===== src/include/pending_pkg.sv =====
// Function
// - Status bits show pending state regardless of the channel mask.
// - Status bytes 0..3 hold channels 7..1, 15..8, 23..16, 31..24; bit 0 reads zero.
// - A read returns 1 for a pending channel and 0 otherwise.
// - Edge mode: writing 1 clears the status bit, writing 0 does nothing.
// - Level mode: status bit is read-only; written ones are ignored.
// - Level mode follows active source level; edge mode latches until cleared.
// - Mode bit 0 means level-triggered, 1 means edge-triggered.
// - Polarity 0 selects high level or rising edge, 1 low level or falling.
// - Masked pending channels are held back and request once enabled.
package pending_pkg;

    // ****************************************
    // Geometry
    // ****************************************
    localparam int unsigned NUM_CH   = 32;
    localparam int unsigned ADR_W    = 8;
    localparam int unsigned DAT_W    = 32;
    localparam int unsigned SEL_W    = 4;
    localparam int unsigned EVT_W    = 2;

    // ****************************************
    // Register indices (byte address is four times the index)
    // ****************************************
    localparam logic [5:0] IDX_STAT0   = 6'h00;
    localparam logic [5:0] IDX_STAT1   = 6'h01;
    localparam logic [5:0] IDX_STAT2   = 6'h02;
    localparam logic [5:0] IDX_STAT3   = 6'h03;
    localparam logic [5:0] IDX_MODE    = 6'h04;
    localparam logic [5:0] IDX_POL     = 6'h05;
    localparam logic [5:0] IDX_ENABLE  = 6'h06;
    localparam logic [5:0] IDX_EVT     = 6'h07;
    localparam logic [5:0] IDX_EVTMSK  = 6'h08;

    // ****************************************
    // Fields and reset values
    // ****************************************
    localparam int unsigned EVT_EDGE_POS = 0;
    localparam int unsigned EVT_OVR_POS  = 1;
    localparam logic [31:0] MODE_RST     = 32'h4c1d_0000;
    localparam logic [31:0] POL_RST      = 32'h0000_0000;
    localparam logic [31:0] ENABLE_RST   = 32'h0000_0000;
    localparam logic [31:0] CH_VALID     = 32'hffff_fffe;
    localparam logic [1:0]  EVTMSK_RST   = 2'h0;

    typedef enum logic [1:0] {
        BUS_IDLE = 2'b01,
        BUS_ACK  = 2'b10
    } bus_state_t;

    typedef struct packed {
        logic             cyc;
        logic             stb;
        logic             we;
        logic [ADR_W-1:0] adr;
        logic [SEL_W-1:0] sel;
        logic [DAT_W-1:0] dat;
    } wb_req_t;

endpackage


===== src/hdl/event_flags.sv =====
module event_flags #(
    parameter int unsigned WIDTH = 2
) (
    input  wire logic             clk_i,
    input  wire logic             rst_i,
    input  wire logic [WIDTH-1:0] set_i,
    input  wire logic [WIDTH-1:0] clr_i,
    input  wire logic [WIDTH-1:0] mask_i,
    output logic      [WIDTH-1:0] flags_o,
    output logic                  irq_o
);

    logic [WIDTH-1:0] flags_q;
    logic [WIDTH-1:0] flags_d;
    logic             irq_q;
    logic             irq_d;

    always_comb begin
        // Set wins over the read clear
        flags_d = set_i | (flags_q & ~clr_i);
        irq_d   = |(flags_d & mask_i);
    end

    always_ff @(posedge clk_i) begin
        if (rst_i) begin
            flags_q <= '0;
            irq_q   <= 1'b0;
        end else begin
            flags_q <= flags_d;
            irq_q   <= irq_d;
        end
    end

    assign flags_o = flags_q;
    assign irq_o   = irq_q;

endmodule


===== src/hdl/interrupt_pending_status_bank.sv =====
// Our own choice: register access over Wishbone.
module interrupt_pending_status_bank #(
    parameter int unsigned NCH = pending_pkg::NUM_CH
) (
    input  wire logic                            clk_i,
    input  wire logic                            rst_i,
    input  wire logic                            wb_cyc_i,
    input  wire logic                            wb_stb_i,
    input  wire logic                            wb_we_i,
    input  wire logic [pending_pkg::ADR_W-1:0]   wb_adr_i,
    input  wire logic [pending_pkg::SEL_W-1:0]   wb_sel_i,
    input  wire logic [pending_pkg::DAT_W-1:0]   wb_dat_i,
    output logic      [pending_pkg::DAT_W-1:0]   wb_dat_o,
    output logic                                 wb_ack_o,
    input  wire logic [NCH-1:0]                  interrupt_channel_i,
    output logic                                 maskable_request_out_o,
    output logic                                 irq_o
);

    // ****************************************
    // Bus request capture
    // ****************************************
    pending_pkg::wb_req_t req;

    assign req.cyc = wb_cyc_i;
    assign req.stb = wb_stb_i;
    assign req.we  = wb_we_i;
    assign req.adr = wb_adr_i;
    assign req.sel = wb_sel_i;
    assign req.dat = wb_dat_i;

    function automatic logic [31:0] merge_bytes(
        input logic [31:0] old_v,
        input logic [31:0] new_v,
        input logic [3:0]  sel
    );
        logic [31:0] res;
        res = old_v;
        for (int i = 0; i < 4; i++) begin
            if (sel[i]) begin
                res[i*8 +: 8] = new_v[i*8 +: 8];
            end
        end
        return res;
    endfunction

    function automatic logic [7:0] stat_byte(
        input logic [31:0] pend,
        input logic [1:0]  idx
    );
        return pend[idx*8 +: 8];
    endfunction

    // ****************************************
    // Registers
    // ****************************************
    pending_pkg::bus_state_t state_q;
    pending_pkg::bus_state_t state_d;
    logic        ack_q;
    logic        ack_d;
    logic [31:0] dat_q;
    logic [31:0] dat_d;
    logic [31:0] mode_q;
    logic [31:0] mode_d;
    logic [31:0] pol_q;
    logic [31:0] pol_d;
    logic [31:0] en_q;
    logic [31:0] en_d;
    logic [1:0]  evtmsk_q;
    logic [1:0]  evtmsk_d;
    logic        mreq_q;
    logic        mreq_d;

    logic [31:0] pend;
    logic [31:0] edge_hit;
    logic [31:0] ovr_hit;
    logic [31:0] clr;
    logic [1:0]  evt_clr;
    logic [1:0]  evt_set;
    logic [1:0]  evt_flags;
    logic [5:0]  idx;
    logic        commit;
    logic        is_stat;

    assign idx     = req.adr[7:2];
    assign commit  = (state_q == pending_pkg::BUS_ACK) && req.cyc && req.stb;
    assign is_stat = (idx <= pending_pkg::IDX_STAT3);

    // ****************************************
    // Channel cells
    // ****************************************
    assign pend[0]     = 1'b0;
    assign edge_hit[0] = 1'b0;
    assign ovr_hit[0]  = 1'b0;

    for (genvar c = 1; c < 32; c++) begin : g_ch
        pending_channel u_ch (
            .clk_i  (clk_i),
            .rst_i  (rst_i),
            .src_i  (interrupt_channel_i[c]),
            .mode_i (mode_q[c]),
            .pol_i  (pol_q[c]),
            .clr_i  (clr[c]),
            .pend_o (pend[c]),
            .edge_o (edge_hit[c]),
            .ovr_o  (ovr_hit[c])
        );
    end

    // W1C only lands on edge-mode channels; level ones ignore it
    always_comb begin
        clr = '0;
        if (commit && req.we && is_stat && req.sel[0]) begin
            clr[idx[1:0]*8 +: 8] = req.dat[7:0];
        end
        clr = clr & mode_q & pending_pkg::CH_VALID;
    end

    // ****************************************
    // Event flags and interrupt
    // ****************************************
    always_comb begin
        evt_set = '0;
        evt_set[pending_pkg::EVT_EDGE_POS] = |edge_hit;
        evt_set[pending_pkg::EVT_OVR_POS]  = |ovr_hit;
        evt_clr = '0;
        // Clear only what the read returned, so nothing arriving meanwhile is lost
        if (commit && !req.we && idx == pending_pkg::IDX_EVT) begin
            evt_clr = dat_q[1:0];
        end
    end

    event_flags #(
        .WIDTH (pending_pkg::EVT_W)
    ) u_evt (
        .clk_i   (clk_i),
        .rst_i   (rst_i),
        .set_i   (evt_set),
        .clr_i   (evt_clr),
        .mask_i  (evtmsk_q),
        .flags_o (evt_flags),
        .irq_o   (irq_o)
    );

    // ****************************************
    // Bus state, read data and control registers
    // ****************************************
    always_comb begin
        state_d  = state_q;
        ack_d    = 1'b0;
        dat_d    = dat_q;
        mode_d   = mode_q;
        pol_d    = pol_q;
        en_d     = en_q;
        evtmsk_d = evtmsk_q;
        case (state_q)
            pending_pkg::BUS_IDLE: begin
                if (req.cyc && req.stb) begin
                    state_d = pending_pkg::BUS_ACK;
                    ack_d   = 1'b1;
                    dat_d   = '0;
                    if (is_stat) begin
                        // Mask never touches what is reported
                        dat_d[7:0] = stat_byte(pend, idx[1:0]);
                    end else if (idx == pending_pkg::IDX_MODE) begin
                        dat_d = mode_q & pending_pkg::CH_VALID;
                    end else if (idx == pending_pkg::IDX_POL) begin
                        dat_d = pol_q & pending_pkg::CH_VALID;
                    end else if (idx == pending_pkg::IDX_ENABLE) begin
                        dat_d = en_q & pending_pkg::CH_VALID;
                    end else if (idx == pending_pkg::IDX_EVT) begin
                        dat_d[1:0] = evt_flags;
                    end else if (idx == pending_pkg::IDX_EVTMSK) begin
                        dat_d[1:0] = evtmsk_q;
                    end
                end
            end
            pending_pkg::BUS_ACK: begin
                state_d = pending_pkg::BUS_IDLE;
                if (commit && req.we) begin
                    if (idx == pending_pkg::IDX_MODE) begin
                        mode_d = merge_bytes(mode_q, req.dat, req.sel);
                    end else if (idx == pending_pkg::IDX_POL) begin
                        pol_d = merge_bytes(pol_q, req.dat, req.sel);
                    end else if (idx == pending_pkg::IDX_ENABLE) begin
                        en_d = merge_bytes(en_q, req.dat, req.sel);
                    end else if (idx == pending_pkg::IDX_EVTMSK && req.sel[0]) begin
                        evtmsk_d = req.dat[1:0];
                    end
                end
            end
            default: begin
                state_d = pending_pkg::BUS_IDLE;
            end
        endcase
        // Held back while masked, not dropped: pend stays set
        mreq_d = |(pend & en_q & pending_pkg::CH_VALID);
    end

    always_ff @(posedge clk_i) begin
        if (rst_i) begin
            state_q  <= pending_pkg::BUS_IDLE;
            ack_q    <= 1'b0;
            dat_q    <= '0;
            mode_q   <= pending_pkg::MODE_RST;
            pol_q    <= pending_pkg::POL_RST;
            en_q     <= pending_pkg::ENABLE_RST;
            evtmsk_q <= pending_pkg::EVTMSK_RST;
            mreq_q   <= 1'b0;
        end else begin
            state_q  <= state_d;
            ack_q    <= ack_d;
            dat_q    <= dat_d;
            mode_q   <= mode_d;
            pol_q    <= pol_d;
            en_q     <= en_d;
            evtmsk_q <= evtmsk_d;
            mreq_q   <= mreq_d;
        end
    end

    assign wb_ack_o               = ack_q;
    assign wb_dat_o               = dat_q;
    assign maskable_request_out_o = mreq_q;

endmodule


===== src/hdl/pending_channel.sv =====
module pending_channel (
    input  wire logic clk_i,
    input  wire logic rst_i,
    input  wire logic src_i,
    input  wire logic mode_i,
    input  wire logic pol_i,
    input  wire logic clr_i,
    output logic      pend_o,
    output logic      edge_o,
    output logic      ovr_o
);

    logic active;
    logic prev_q;
    logic prev_d;
    logic pend_q;
    logic pend_d;
    logic edge_q;
    logic edge_d;
    logic ovr_q;
    logic ovr_d;
    logic hit;
    logic arm_q;
    logic arm_d;

    assign active = src_i ^ pol_i;

    always_comb begin
        prev_d = active;
        arm_d  = 1'b1;
        // History is not valid in the first cycle after reset; a source idling
        // active there must not look like an edge
        hit    = active & ~prev_q & arm_q;
        edge_d = 1'b0;
        ovr_d  = 1'b0;
        if (!mode_i) begin
            pend_d = active;
        end else begin
            // Set beats clear so a new edge in the clearing cycle survives
            pend_d = hit | (pend_q & ~clr_i);
            edge_d = hit;
            ovr_d  = hit & pend_q & ~clr_i;
        end
    end

    always_ff @(posedge clk_i) begin
        if (rst_i) begin
            prev_q <= 1'b0;
            arm_q  <= 1'b0;
            pend_q <= 1'b0;
            edge_q <= 1'b0;
            ovr_q  <= 1'b0;
        end else begin
            prev_q <= prev_d;
            arm_q  <= arm_d;
            pend_q <= pend_d;
            edge_q <= edge_d;
            ovr_q  <= ovr_d;
        end
    end

    assign pend_o = pend_q;
    assign edge_o = edge_q;
    assign ovr_o  = ovr_q;

endmodule


===== config.mk =====
export PLATFORM = sky130hd
export DESIGN_NAME = interrupt_pending_status_bank
export DESIGN_NICKNAME = d
export VERILOG_FILES = /design/src/include/pending_pkg.sv /design/src/hdl/event_flags.sv /design/src/hdl/interrupt_pending_status_bank.sv /design/src/hdl/pending_channel.sv
export SDC_FILE = /design/constraint.sdc
export NUM_CORES = 1
export LEC_CHECK = 0
export BUFFER_PORTS_ARGS = -buffer_cell sky130_fd_sc_hd__buf_2
export CAP_MARGIN = 10
export CELL_PAD_IN_SITES_DETAIL_PLACEMENT = 1
export CELL_PAD_IN_SITES_GLOBAL_PLACEMENT = 1
export CORE_MARGIN = 5
export CORE_UTILIZATION = 40
export DETAILED_ROUTE_END_ITERATION = 8
export GPL_ROUTABILITY_DRIVEN = 0
export PLACE_DENSITY = 0.81
export SYNTH_ARGS = -nofsm -noshare
export SYNTH_HDL_FRONTEND = slang
export SYNTH_SLANG_ARGS = --single-unit

===== constraint.sdc =====
create_clock -name clk_i -period 2.6 [get_ports clk_i]
set_input_delay 0.26 -clock clk_i [delete_from_list [all_inputs] [get_ports clk_i]]
set_output_delay 0.26 -clock clk_i [all_outputs]
set_load 0.005 [all_outputs]

* Yosys cells after proc, flatten, opt, wreduce, memory -nomap -nowiden
Cells that the tools add are included.
** Operators by class
- Add/sub/neg operators :: 1
- $lt $le $gt $ge :: 1
- Eq/ne operators :: 7
- Shifts and indexed selects :: 3
- Mux-type cells :: 43
- Bitwise logic cells :: 321
- Reduce and logical (&&, ||, !) cells :: 60
** Operators with widths (number)
- 1-bit bitwise AND :: 155
- 1-bit NOT :: 97
- 32-bit bitwise AND :: 3
- 32-bit 2-to-1 mux :: 3
- 31-bit OR reduction :: 3
- 2-bit OR reduction :: 33
- 5-bit negation with 34-bit output :: 1
- 8-bit by 34-bit variable shift with 32-bit output, first input constant :: 1
- 8-bit by 34-bit indexed part select with 32-bit output :: 1
- 1-bit 2-to-1 mux :: 33
- 32-bit by 6-bit indexed part select with 8-bit output :: 1
- 1-bit OR :: 31
- 1-bit XOR :: 31
- 30-bit 2-to-1 mux :: 1
- 6-bit AND reduction :: 5
- 6-bit by 3-bit == test with 1-bit output, second input constant :: 4
- 24-bit 2-to-1 mux :: 1
- 5-bit AND reduction :: 4
- 4-bit AND reduction :: 4
- 1-bit logical AND :: 9
- 2-bit 2-to-1 mux :: 4
- 8-bit 2-to-1 mux :: 1
- 6-bit by 4-bit == test with 1-bit output, second input constant :: 1
- 6-bit by 2-bit <= comparator with 1-bit output, second input constant :: 1
- 7 further kinds :: 8
** Storage, ports and cells
- Register bits after elaboration :: 262
- Input port bits :: 81
- Output and inout port bits :: 35
- Logic and storage cells :: 580

* Depth between registers and ports, before layout
Gate-level depths: netlist (run 1).
- Depth after elaboration :: 12
- Depth in mapped cells :: 10
- Depth with buffers taken out :: 6

* Cells and area by module
A second synthesis (run 1) with hierarchy kept.
** Second synthesis, totals
- Cells, all modules :: 1154
- Area, all modules :: 11698.7 um^2
** Modules (own cells, without submodules)
- interrupt_pending_status_bank :: times used 1, cells each 710, area an instance 6496.2 um^2, seq. area each 2622.5 um^2
- pending_channel :: times used 31, cells each 14, area an instance 163.9 um^2, seq. area each 100.1 um^2
- event_flags :: times used 1, cells each 10, area an instance 121.4 um^2, seq. area each 60.1 um^2

* Worst setup path after synthesis (run 1)
Ideal clock, no wire load.
- Kind :: input to register
- Start :: in wb_adr_i[2] (netlist name)
- End :: reg g_ch[27].u_ch.pend_q
- Setup time :: 127 ps
- Arrival time :: 2458 ps
- Required time :: 2473 ps
- Slack :: 15 ps
- Stages on the path :: 7
- Path buffers :: 1
- Cells stage by stage :: buf_1 > inv_1 > ha_1 > or4bb_1 > nor4_4 > a211oi_1 > or3_1
** On the way
- Longest elaborated chain between the ends :: 9
- Elaborated cells on any way between the ends :: 13
- Classes of those cells :: 1 x add/sub; 1 x order compare; 2 x shift; 2 x mux; 5 x bitwise; 2 x reduce/logical
** RTL lines
- from (decl) :: RTL line interrupt_pending_status_bank.sv:10 : input wire logic [pending_pkg::ADR_W-1:0] wb_adr_i,
- 5-bit negation with 34-bit output or 6-bit by 2-bit <= comparator with 1-bit output (tied branches) :: RTL line interrupt_pending_status_bank.sv:114, interrupt_pending_status_bank.sv:87
- 8-bit by 34-bit indexed part select with 32-bit output (tied with other cells) :: RTL line interrupt_pending_status_bank.sv:114 : clr[idx[1:0]*8 +: 8] = req.dat[7:0];
- 32-bit bitwise AND (no line) or 1-bit logical AND (tied branches)
- 32-bit 2-to-1 mux * :: RTL line interrupt_pending_status_bank.sv:113 : if (commit && req.we && is_stat && req.sel[0]) begin
- 32-bit bitwise AND * :: RTL line interrupt_pending_status_bank.sv:116 : clr = clr & mode_q & pending_pkg::CH_VALID;
- 1-bit NOT * :: RTL line pending_channel.sv:40 : pend_d = hit | (pend_q & ~clr_i);
- 1-bit bitwise AND * :: RTL line pending_channel.sv:40
- 1-bit OR * :: RTL line pending_channel.sv:40
- 1-bit 2-to-1 mux * :: RTL line pending_channel.sv:36 : if (!mode_i) begin
- to (signal assigned) :: RTL line pending_channel.sv:56 : pend_q <= pend_d;
- to (decl) :: RTL line pending_channel.sv:16 : logic pend_q;
Mark *: on every way between the ends. The rest lies on a longest branch, timed or not.
A chain may end at the register's enable or synchronous reset.

* Worst setup path in the final report (run 1)
- Start :: reg state_q[0]
- End :: reg en_q[8]
** On the way
- Longest elaborated chain between the ends :: 5
** RTL lines
- from (decl) :: RTL line interrupt_pending_status_bank.sv:57 : pending_pkg::bus_state_t state_q;
- from (signal assigned) :: RTL line interrupt_pending_status_bank.sv:202 : state_q <= pending_pkg::BUS_IDLE;
- from (signal assigned) :: RTL line interrupt_pending_status_bank.sv:211 : state_q <= state_d;
- 2-bit == test * :: RTL line interrupt_pending_status_bank.sv:86, interrupt_pending_status_bank.sv:156
- 1-bit logical AND (2 in a row) :: RTL line interrupt_pending_status_bank.sv:86 : assign commit = (state_q == pending_pkg::BUS_ACK) && req.cyc && req.stb;
- 1-bit logical AND :: RTL line interrupt_pending_status_bank.sv:180 : if (commit && req.we) begin
- 6-bit AND reduction (no line) *
- to (signal assigned) :: RTL line interrupt_pending_status_bank.sv:207 : en_q <= pending_pkg::ENABLE_RST;
- to (signal assigned) :: RTL line interrupt_pending_status_bank.sv:216 : en_q <= en_d;
- to (decl) :: RTL line interrupt_pending_status_bank.sv:67 : logic [31:0] en_q;
Marked as above.

==> results of run 1 <==
## synth_stat cells, drive strengths merged (17+ instances only)
cell and instances:
o21ai 165, nand4 58, nor4 19, dfxtp 259
a211oi 18, and3 17, xnor2 27, clkbuf 74
nor4b 27, nor2 39, buf 27, a31oi 33
a21oi 88, nand3 65, a221oi 30, nand2 118
## kinds of logic (layout without fill, tap and decap cells)
| group | after synthesis | in the layout | share of synthesized area (%) |
|---|---|---|---|
| AOI/OAI and AO/OA | 399 | 399 | 22.3 |
| DFF | 259 | 259 | 48.5 |
| buffers and inverters | 116 | 242 | 4.50 |
| other | 0 | 1 | 0 |
| and+or+nand+nor | 385 | 385 | 19.7 |
| adders and majority gates | 6 | 6 | 0.702 |
| muxes | 10 | 10 | 1.75 |
| xor gates and xnor gates | 31 | 31 | 2.54 |
## power groups by stage
| stage | combinational (mW) | clock (mW) | sequential [mW] |
|---|---|---|---|
| after floorplan | 0.268 | 0 | 4.17 |
| after global placement | 0.491 | 0 | 4.20 |
| after detailed placement | 0.502 | 0 | 4.20 |
| after CTS | 0.536 | 3.99 | 4.12 |
| after global routing | 0.578 | 4.17 | 4.12 |
| final | 0.546 | 3.97 | 4.12 |
## sequential cells by signal, summed over array words and instances (netlist names)
signal,cells
state_q,2
g_ch.u_ch.edge_o,31
mode_q,31
wb_dat_o,32
en_q,31
maskable_request_out_o,1
g_ch.u_ch.ovr_o,31
evtmsk_q,2
u_evt.flags_o,2
u_evt.irq_o,1
g_ch.u_ch.prev_q,31
g_ch.u_ch.arm_q,1
wb_ack_o,1
pol_q,31
g_ch.u_ch.pend_o,31
## layer usage
layer,GRT usage (%),vias to the layer above,routed length [um]
li1,-,4688,-
met5,0,-,0
met2,43.2,521,19300
met4,13.0,0,2320
met1,35.0,5221,16900
met3,4.86,131,3470
## final timing paths
| kind | from | to | slack, ns | cells past startpoint |
|---|---|---|---|---|
| worst min-delay path | rst_i | g_ch[25].u_ch.prev_q | 0.03 | 2 |
| worst max-delay path | state_q[0] | en_q[8] | 0.41 | 4 |
| worst min register to register | g_ch[17].u_ch.prev_q | g_ch[17].u_ch.edge_o | 0.42 | 1 |
| worst max register to register | state_q[0] | en_q[8] | 0.41 | 4 |
## layout by cell type, fill, tap and decap left out, types with 4 or more instances in the layout
| cell | count |
|---|---|
| xnor2_1 | 27 |
| clkbuf_1 | 11 |
| o211ai_1 | 12 |
| o21ai_0 | 161 |
| dlygate4sd3_1 | 24 |
| a21boi_0 | 5 |
| dfxtp_1 | 259 |
| or3_1 | 5 |
| nand2_1 | 118 |
| nor4b_1 | 26 |
| ha_1 | 6 |
| inv_1 | 15 |
| nand3_1 | 65 |
| a31oi_1 | 33 |
| nor4_1 | 15 |
| buf_4 | 39 |
| a211oi_1 | 18 |
| nor4_4 | 4 |
| nand4_1 | 58 |
| o21ai_1 | 4 |
| and2_1 | 4 |
| nor2b_1 | 9 |
| clkbuf_16 | 28 |
| nor3_1 | 6 |
| o31ai_1 | 7 |
| and3_1 | 16 |
| a22oi_1 | 4 |
| xor2_1 | 4 |
| nor2_1 | 37 |
| clkbuf_8 | 5 |
| a22o_1 | 14 |
| a221oi_1 | 30 |
| mux4_2 | 7 |
| buf_2 | 111 |
| a21oi_1 | 88 |
| o22a_1 | 5 |
| a21o_1 | 12 |
## area by class of cell
type / instances / area, um2
diodes: 1 / 2.50
clock buffers: 44 / 811
clock inverters: 6 / 95.1
fillers: 3044 / 13500
inverters: 15 / 56.3
multi-input cells: 831 / 5030
flip-flops and latches: 259 / 5180
well taps: 335 / 419
repair buffers: 177 / 1150
## through the flow
stage	instance area, um2	hold WS, ns	worst slack (ns)
finish	12800	0.0278	0.415
global route	12800	0.0376	0.258
CTS	12700	0.0206	0.477
detailed placement	11600	0.410	0.231
global placement	11600	0.406	0.329
floorplan	10700	0.365	0.0147
==> flow_summary.json, run 1 <==
{
  "grt_pass1_wl_mm": 64.9,
  "irDropWorstVdd_v": 0.000382,
  "p_per_area_mw_per_mm2": 677,
  "track_usage_pct": 26.9,
  "cts-resized-gates": 0,
  "cts_made_buffers": 28,
  "yosysTopAreaCellShare_pct": 48.5,
  "syn_area_mm2": 0.0107,
  "timing.fmax_ghz": 0.458,
  "ys_ff_latch": 259,
  "die-area_mm2": 0.0301,
  "cts_setup_buffers": 0,
  "fin_crit_ns": 2.19,
  "std_cell_rows": 59,
  "syn_avg_cell_area_um2": 8.87,
  "leakagePower_nw": 4.63,
  "cts_buffer_depth": 3,
  "routed_via_density": 6.33,
  "nNetsFinal": 1399,
  "cp_max_fo": 16,
  "numClockSinks": 259,
  "clkLatencyLatePin_ns": 0.56,
  "fin_util_pct": 48.7,
  "cp.arrival_ns": 2.58,
  "maxCapViolCount": 0,
  "period_share_pct": 84.0,
  "dr_total_vias": 10561,
  "combPwrFrac_pct": 6.3,
  "detail-route-antenna-nets": 0,
  "hold_viol": 0,
  "tightest_slew_ns": 0.925,
  "finalPower_mw": 8.63,
  "gr-total-overflow": 0,
  "synth_edf_count": 0,
  "cts_root_buf": "clkbuf_16",
  "placed_cells": 1593,
  "yosys.area.top_type": "dfxtp_1",
  "holdBufCountCts": 24,
  "io_pins": 116,
  "seqPwrFrac_pct": 47.7,
  "p_sw_share_pct": 23.9,
  "yosysSeqAreaShare_pct": 48.5,
  "synthFlopType": "dfxtp_1",
  "fin_cells": 1668,
  "status": "finished clean",
  "finClkSkew_ns": 0.0245,
  "coreArea_mm2": 0.0262,
  "wire_per_inst_um": 25.2,
  "critPathTopFamily": "simple AND/OR/NAND/NOR gates",
  "drt_iter0_drc": 1028,
  "async_reset_ff_share_pct": 0,
  "end_kind": "register",
  "rsz0062_at_grt": "no",
  "max_stage_delay_ns": 0.61,
  "relSlewSlack_pct": 38.3,
  "grt_max_degree": 81,
  "slowest_stage": "and4b_1",
  "power_switching_mw": 2.06,
  "drt-pass1-iter-count": 5,
  "io_buffers": 112,
  "drc": 0,
  "initial_core_util_pct": 40.8,
  "cts.clk_slew.worst_paths_ns": 0.06,
  "pwr-share-clk_pct": 46.0,
  "antenna_found_initial": 1,
  "cts_htree_levels": 1,
  "internal_power_mw": 6.57,
  "die_x_um": 174,
  "yosysWarnings": 0,
  "cp_cell_sequence": "and4b_1 -> nand3_1 -> o21ai_0 -> a21oi_1",
  "die_h_um": 174,
  "drt_wl_total_mm": 42.1,
  "slew_violations": 0,
  "path_class": "reg -> reg",
  "crit_path_start_kind": "register",
  "cp.required_ns": 3.00,
  "netlist_instances": 1206,
  "yosysUniqueCellTypes": 53,
  "fin_tns_setup_ns": 0,
  "grt_pass1_vias": 11005,
  "crit_buf_inv": 0,
  "drive_gt1_share_pct": 15.8,
  "hpwlAfterDp_mm": 29.0,
  "worstHoldPathType": "in -> reg",
  "synthTopCellsByArea": "dfxtp_1 (48%), o21ai_0 (7.5%), nand2_1 (4.1%)",
  "area_delta_synth_final_pct": 19.2,
  "syn_nets": 1293,
  "cts_tree": "done",
  "setup_violations": 0
}
Note: power is estimated with default switching activity, not from simulation.
==> inputs of run 2 (changes only) <==
- clock period: 2.6 -> 1.8 ns (I/O delays scaled with it)
==> flow_summary.json, run 2 (synthesized netlist as in run 1, its figures left out) <==
{
  "io_pins": 116,
  "status": "finished clean",
  "grt_pass1_vias": 11218,
  "period_share_pct": 96.2,
  "drt_wl_total_mm": 45.0,
  "wire_per_inst_um": 26.0,
  "detail-route-antenna-nets": 0,
  "cts_made_buffers": 28,
  "final_cell_mix": "dfxtp_1 (259), o21ai_0 (161), nand2_1 (117)",
  "finalPower_mw": 13.6,
  "area_delta_synth_final_pct": 27.5,
  "cp.arrival_ns": 2.16,
  "die-area_mm2": 0.0301,
  "crit_path_start_kind": "input port",
  "internal_power_mw": 10.5,
  "p_sw_share_pct": 23.0,
  "track_usage_pct": 28.2,
  "io_buffers": 112,
  "critPathTopFamily": "simple AND/OR/NAND/NOR gates",
  "startpoint": "wb_adr_i[3]",
  "end_kind": "register",
  "coreArea_mm2": 0.0262,
  "reg2reg_depth": 4,
  "routed_via_density": 6.37,
  "rsz0062_at_grt": "no",
  "finClkSkew_ns": 0.0199,
  "gr-total-overflow": 0,
  "grt_pass1_wl_mm": 67.3,
  "grt_max_degree": 49,
  "drive_gt1_share_pct": 19.5,
  "pwr-share-clk_pct": 49.8,
  "path_class": "in -> reg",
  "design_area_mm2": 0.0136,
  "cts.clk_slew.worst_paths_ns": 0.07,
  "antenna_found_initial": 0,
  "largest_register_ff_count": 32,
  "die_x_um": 174,
  "cp.required_ns": 2.23,
  "cp_cell_sequence": "clkbuf_4 -> buf_4 -> ha_1 -> or4bb_4 -> nor4_4 -> buf_6 -> buf_4 -> nand3_1 -> and3_1",
  "timing.fmax_ghz": 0.577,
  "layout_commonest_cell": "dfxtp_1",
  "r2r_slack_ns": 0.08,
  "dr_total_vias": 11018,
  "clkLatencyLatePin_ns": 0.54,
  "combPwrFrac_pct": 6.6,
  "die_h_um": 174,
  "crit_end": "g_ch[18].u_ch.ovr_o",
  "std_cell_rows": 59,
  "cp_max_fo": 7,
  "hold_viol": 0,
  "initial_core_util_pct": 40.8,
  "tightest_slew_ns": 0.557,
  "max_stage_delay_ns": 0.55,
  "crit_cells": 9,
  "drt-pass1-iter-count": 5,
  "irDropWorstVdd_v": 0.000710,
  "placed_cell_area_mm2": 0.0121,
  "power_switching_mw": 3.13,
  "fin_crit_ns": 1.73,
  "cts_root_buf": "clkbuf_16",
  "num_antenna_cells": 0,
  "setup_violations": 0,
  "slew_violations": 0,
  "hpwlAfterDp_mm": 29.9,
  "crit_top_cell": "buf_4",
  "worstHoldPathType": "in -> reg",
  "cts_buffer_depth": 3,
  "numClockSinks": 259,
  "seqPwrFrac_pct": 43.6,
  "holdWs_ns": 0.0108,
  "slowest_stage": "or4bb_4",
  "r2r_end": "u_evt.irq_o",
  "leakagePower_nw": 5.06,
  "maxCapViolCount": 0,
  "p_per_area_mw_per_mm2": 999,
  "relSlewSlack_pct": 62.6,
  "nNetsFinal": 1461,
  "cts_htree_levels": 1,
  "crit_buf_inv": 4,
  "regToRegStartpoint": "g_ch[22].u_ch.ovr_o",
  "cts_tree": "done",
  "drc": 0,
  "drt_iter0_drc": 961
}
-- run 2: cell type report --
class	instances	area [um2]
Clock buffer	33	761
Clock inverter	17	324
Fill cell	3032	12600
Inverter	15	66.3
Multi-Input combinational cell	831	5060
Sequential cell	259	5180
Tap cell	335	419
Timing Repair Buffer	239	1830
-- run 2: per-stage QoR --
step                cells  TNS (ns)  util (%)  worst slack (ns)
floorplan            1206     -1.88         -            -0.184
global placement     1637     -9.82      46.1            -0.300
detailed placement   1637    -14.90      46.1            -0.353
CTS                  1728         0      51.9            0.0128
global route         1729         0      52.0           0.00782
finish               1729         0      52.0            0.0680
-- run 2: repair_timing --
action                                  in CTS  in global routing
gates resized for setup                      1                  6
cloned                                       0                  1
pin swaps                                    1                  1
endpoints found under the hold margin       87                  0
setup buffers                                2                  0
hold buffers                                39                  0
endpoints found under the setup margin       6                 28
-- run 2: power groups by stage --
stage                     Clock, mW  Sequential [mW]  Combinational (mW)
final                          6.78             5.94               0.896
after global routing           7.01             5.95               0.936
after CTS                      6.80             5.94               0.865
after detailed placement          0             6.06               0.787
after global placement            0             6.06               0.774
after floorplan                   0             6.02               0.403
-- run 2: worst min-delay path by stage --
stage / startpoint / end / slack, ns / depth (start not counted)
floorplan: wb_dat_i[0] / g_ch[24].u_ch.ovr_o / 0.29 / 1
global placement: g_ch[18].u_ch.prev_q / g_ch[18].u_ch.edge_o / 0.41 / 1
detailed placement: g_ch[31].u_ch.prev_q / g_ch[31].u_ch.edge_o / 0.41 / 1
CTS: interrupt_channel_i[6] / g_ch[6].u_ch.prev_q / 0.002 / 3
global route: interrupt_channel_i[6] / g_ch[6].u_ch.prev_q / 0.02 / 3
finish: interrupt_channel_i[21] / g_ch[21].u_ch.prev_q / 0.01 / 3
-- run 2: worst reg2reg max path: cells and delay by family (launching register included) --
| kind | cells | cell delay, ns |
|---|---|---|
| compound gates | 2 | 0.50 |
| simple gates | 2 | 0.80 |
| flops | 1 | 0.31 |
-- run 2: per-layer routing --
metal	track usage [%]	routed length, um	vias up
met5	0	0	-
met3	5.39	4060	125
met2	47.6	21200	659
met1	36.1	17900	5419
met4	10.0	1840	0
li1	-	-	4815
==> inputs of run 3 (changes only) <==
- BUFFER_PORTS_ARGS: -buffer_cell sky130_fd_sc_hd__buf_2 -> -buffer_cell sky130_fd_sc_hd__buf_4
- REMOVE_ABC_BUFFERS: unset -> 1
==> flow_summary.json, run 3 (synthesized netlist as in run 1, its figures left out) <==
{
  "cp.arrival_ns": 2.15,
  "die-area_mm2": 0.0301,
  "area_delta_synth_final_pct": 29.2,
  "crit_path_start_kind": "input port",
  "cts.clk_slew.worst_paths_ns": 0.06,
  "hold_viol": 0,
  "status": "finished clean",
  "io_buffers": 112,
  "wire_per_inst_um": 25.5,
  "startpoint": "wb_adr_i[2]",
  "reg2reg_depth": 6,
  "setup_violations": 0,
  "largest_register_ff_count": 32,
  "initial_core_util_pct": 40.8,
  "grt_max_degree": 61,
  "hpwlAfterDp_mm": 29.5,
  "cts_buffer_depth": 3,
  "worstHoldPathCells": 2,
  "dr_total_vias": 11035,
  "antenna_found_initial": 2,
  "cp.required_ns": 2.22,
  "drc": 0,
  "num_antenna_cells": 0,
  "r2r_slack_ns": 0.11,
  "track_usage_pct": 28.0,
  "std_cell_rows": 59,
  "crit_end": "g_ch[18].u_ch.pend_o",
  "routed_via_density": 6.36,
  "design_area_mm2": 0.0138,
  "met2_usage_pct": 45.9,
  "maxCapViolCount": 0,
  "busiest_layer": "met2",
  "relSlewSlack_pct": 58.7,
  "drt_wl_total_mm": 44.2,
  "numClockSinks": 259,
  "drt_iter0_drc": 1045,
  "grt_pass1_wl_mm": 67.3,
  "placed_cell_area_mm2": 0.0124,
  "finClkSkew_ns": 0.0121,
  "gr-total-overflow": 0,
  "nNetsFinal": 1468,
  "die_h_um": 174,
  "worstHoldPathType": "in -> reg",
  "holdWs_ns": 0.0216,
  "regArea_mm2": 0.00518,
  "r2r_end": "g_ch[27].u_ch.pend_o",
  "cts_htree_levels": 1,
  "p_per_area_mw_per_mm2": 889,
  "rsz0062_at_grt": "no",
  "grt_pass1_vias": 11270,
  "detail-route-antenna-nets": 0,
  "layout_commonest_cell": "dfxtp_1",
  "regToRegStartpoint": "state_q[0]",
  "leakagePower_nw": 5.06,
  "io_pins": 116,
  "final_cell_mix": "dfxtp_1 (259), buf_4 (170), o21ai_0 (161)",
  "cp_max_fo": 7,
  "cts_root_buf": "clkbuf_16",
  "end_kind": "register",
  "coreArea_mm2": 0.0262,
  "slew_violations": 0,
  "multi_input_area_mm2": 0.00507,
  "cts_tree": "done",
  "drt-pass1-iter-count": 5,
  "irDropWorstVdd_v": 0.000594,
  "grt_use_met3_pct": 5.50,
  "period_share_pct": 96.1,
  "cts_setup_buffers": 0,
  "cts_made_buffers": 27,
  "drive_gt1_share_pct": 18.5,
  "die_x_um": 174,
  "grt_use_met1_pct": 36.3,
  "path_class": "in -> reg",
  "fin_crit_ns": 1.73,
  "timing.final.ws_setup_ns": 0.0706,
  "pre_cts_ws_ns": -0.419,
  "fin_util_pct": 52.7,
  "timing.fmax_ghz": 0.578,
  "n_fill_cell": 2959,
  "tightest_slew_ns": 0.611,
  "clkLatencyLatePin_ns": 0.55
}
-- run 3: changes by cell type in the layout (fill, tap and decap cells not counted), moves of 3 or more --
cell	before	now
buf_4	72	170
clkbuf_8	2	6
dlygate4sd3_1	39	52
buf_6	1	4
clkbuf_1	2	8
clkbuf_16	30	27
buf_2	110	0
buf_12	15	21
bufinv_16	9	0
-- run 3: worst min-delay path by stage --
stage	slack, ns	endpoint	from
after floorplan	0.25	en_q[10]	rst_i
after global placement	0.41	g_ch[18].u_ch.edge_o	g_ch[18].u_ch.prev_q
after detailed placement	0.41	g_ch[18].u_ch.edge_o	g_ch[18].u_ch.prev_q
after CTS	0.002	g_ch[9].u_ch.ovr_o	wb_dat_i[1]
after global routing	0.009	g_ch[21].u_ch.ovr_o	wb_dat_i[5]
final	0.02	g_ch[5].u_ch.ovr_o	wb_dat_i[5]
-- run 3: through the flow --
step	power [mW]	setup TNS, ns	std cells
floorplan	6.30	-55.55	1105
global placement	6.89	-11.94	1635
detailed placement	6.91	-23.34	1635
CTS	12.3	0	1735
global route	12.6	0	1735
finish	12.3	0	1735
-- run 3: area by class of cell --
type                       instances  share of cell area, %
sequential                       259                   37.5
timing repair buffer             247                   16.4
multi-input combinational        831                   36.7
inverter                          15                  0.407
tap                              335                   3.03
clock inverter                     7                  0.317
clock buffer                      41                   5.70
-- run 3: what timing repair did --
item                                   CTS  global route
setup endpoints to repair                0            18
hold buffers                            52             0
gates resized for setup                  0            10
endpoints found under the hold margin  114             0
-- run 3: power by group --
group / leakage, nW / switching [mW] / internal (mW)
clock network: 0.406 / 2.35 / 3.01
registers: 2.11 / 0.102 / 5.84
logic: 2.55 / 0.556 / 0.428
total: 5.06 / 3.00 / 9.28
-- run 3: metal layers --
metal,up-vias,wire [um]
met4,2,2090
met2,608,20500
met1,5460,17800
li1,4825,-
met3,140,3810
met5,-,18
-- run 3: critical path, stage by stage --
cell and delay [ns]:
buf_4 0.14, inv_2 0.11, buf_4 0.12, ha_1 0.18
or4bb_4 0.49, nor4_4 0.32, buf_6 0.18, a211oi_1 0.07
or3_1 0.37
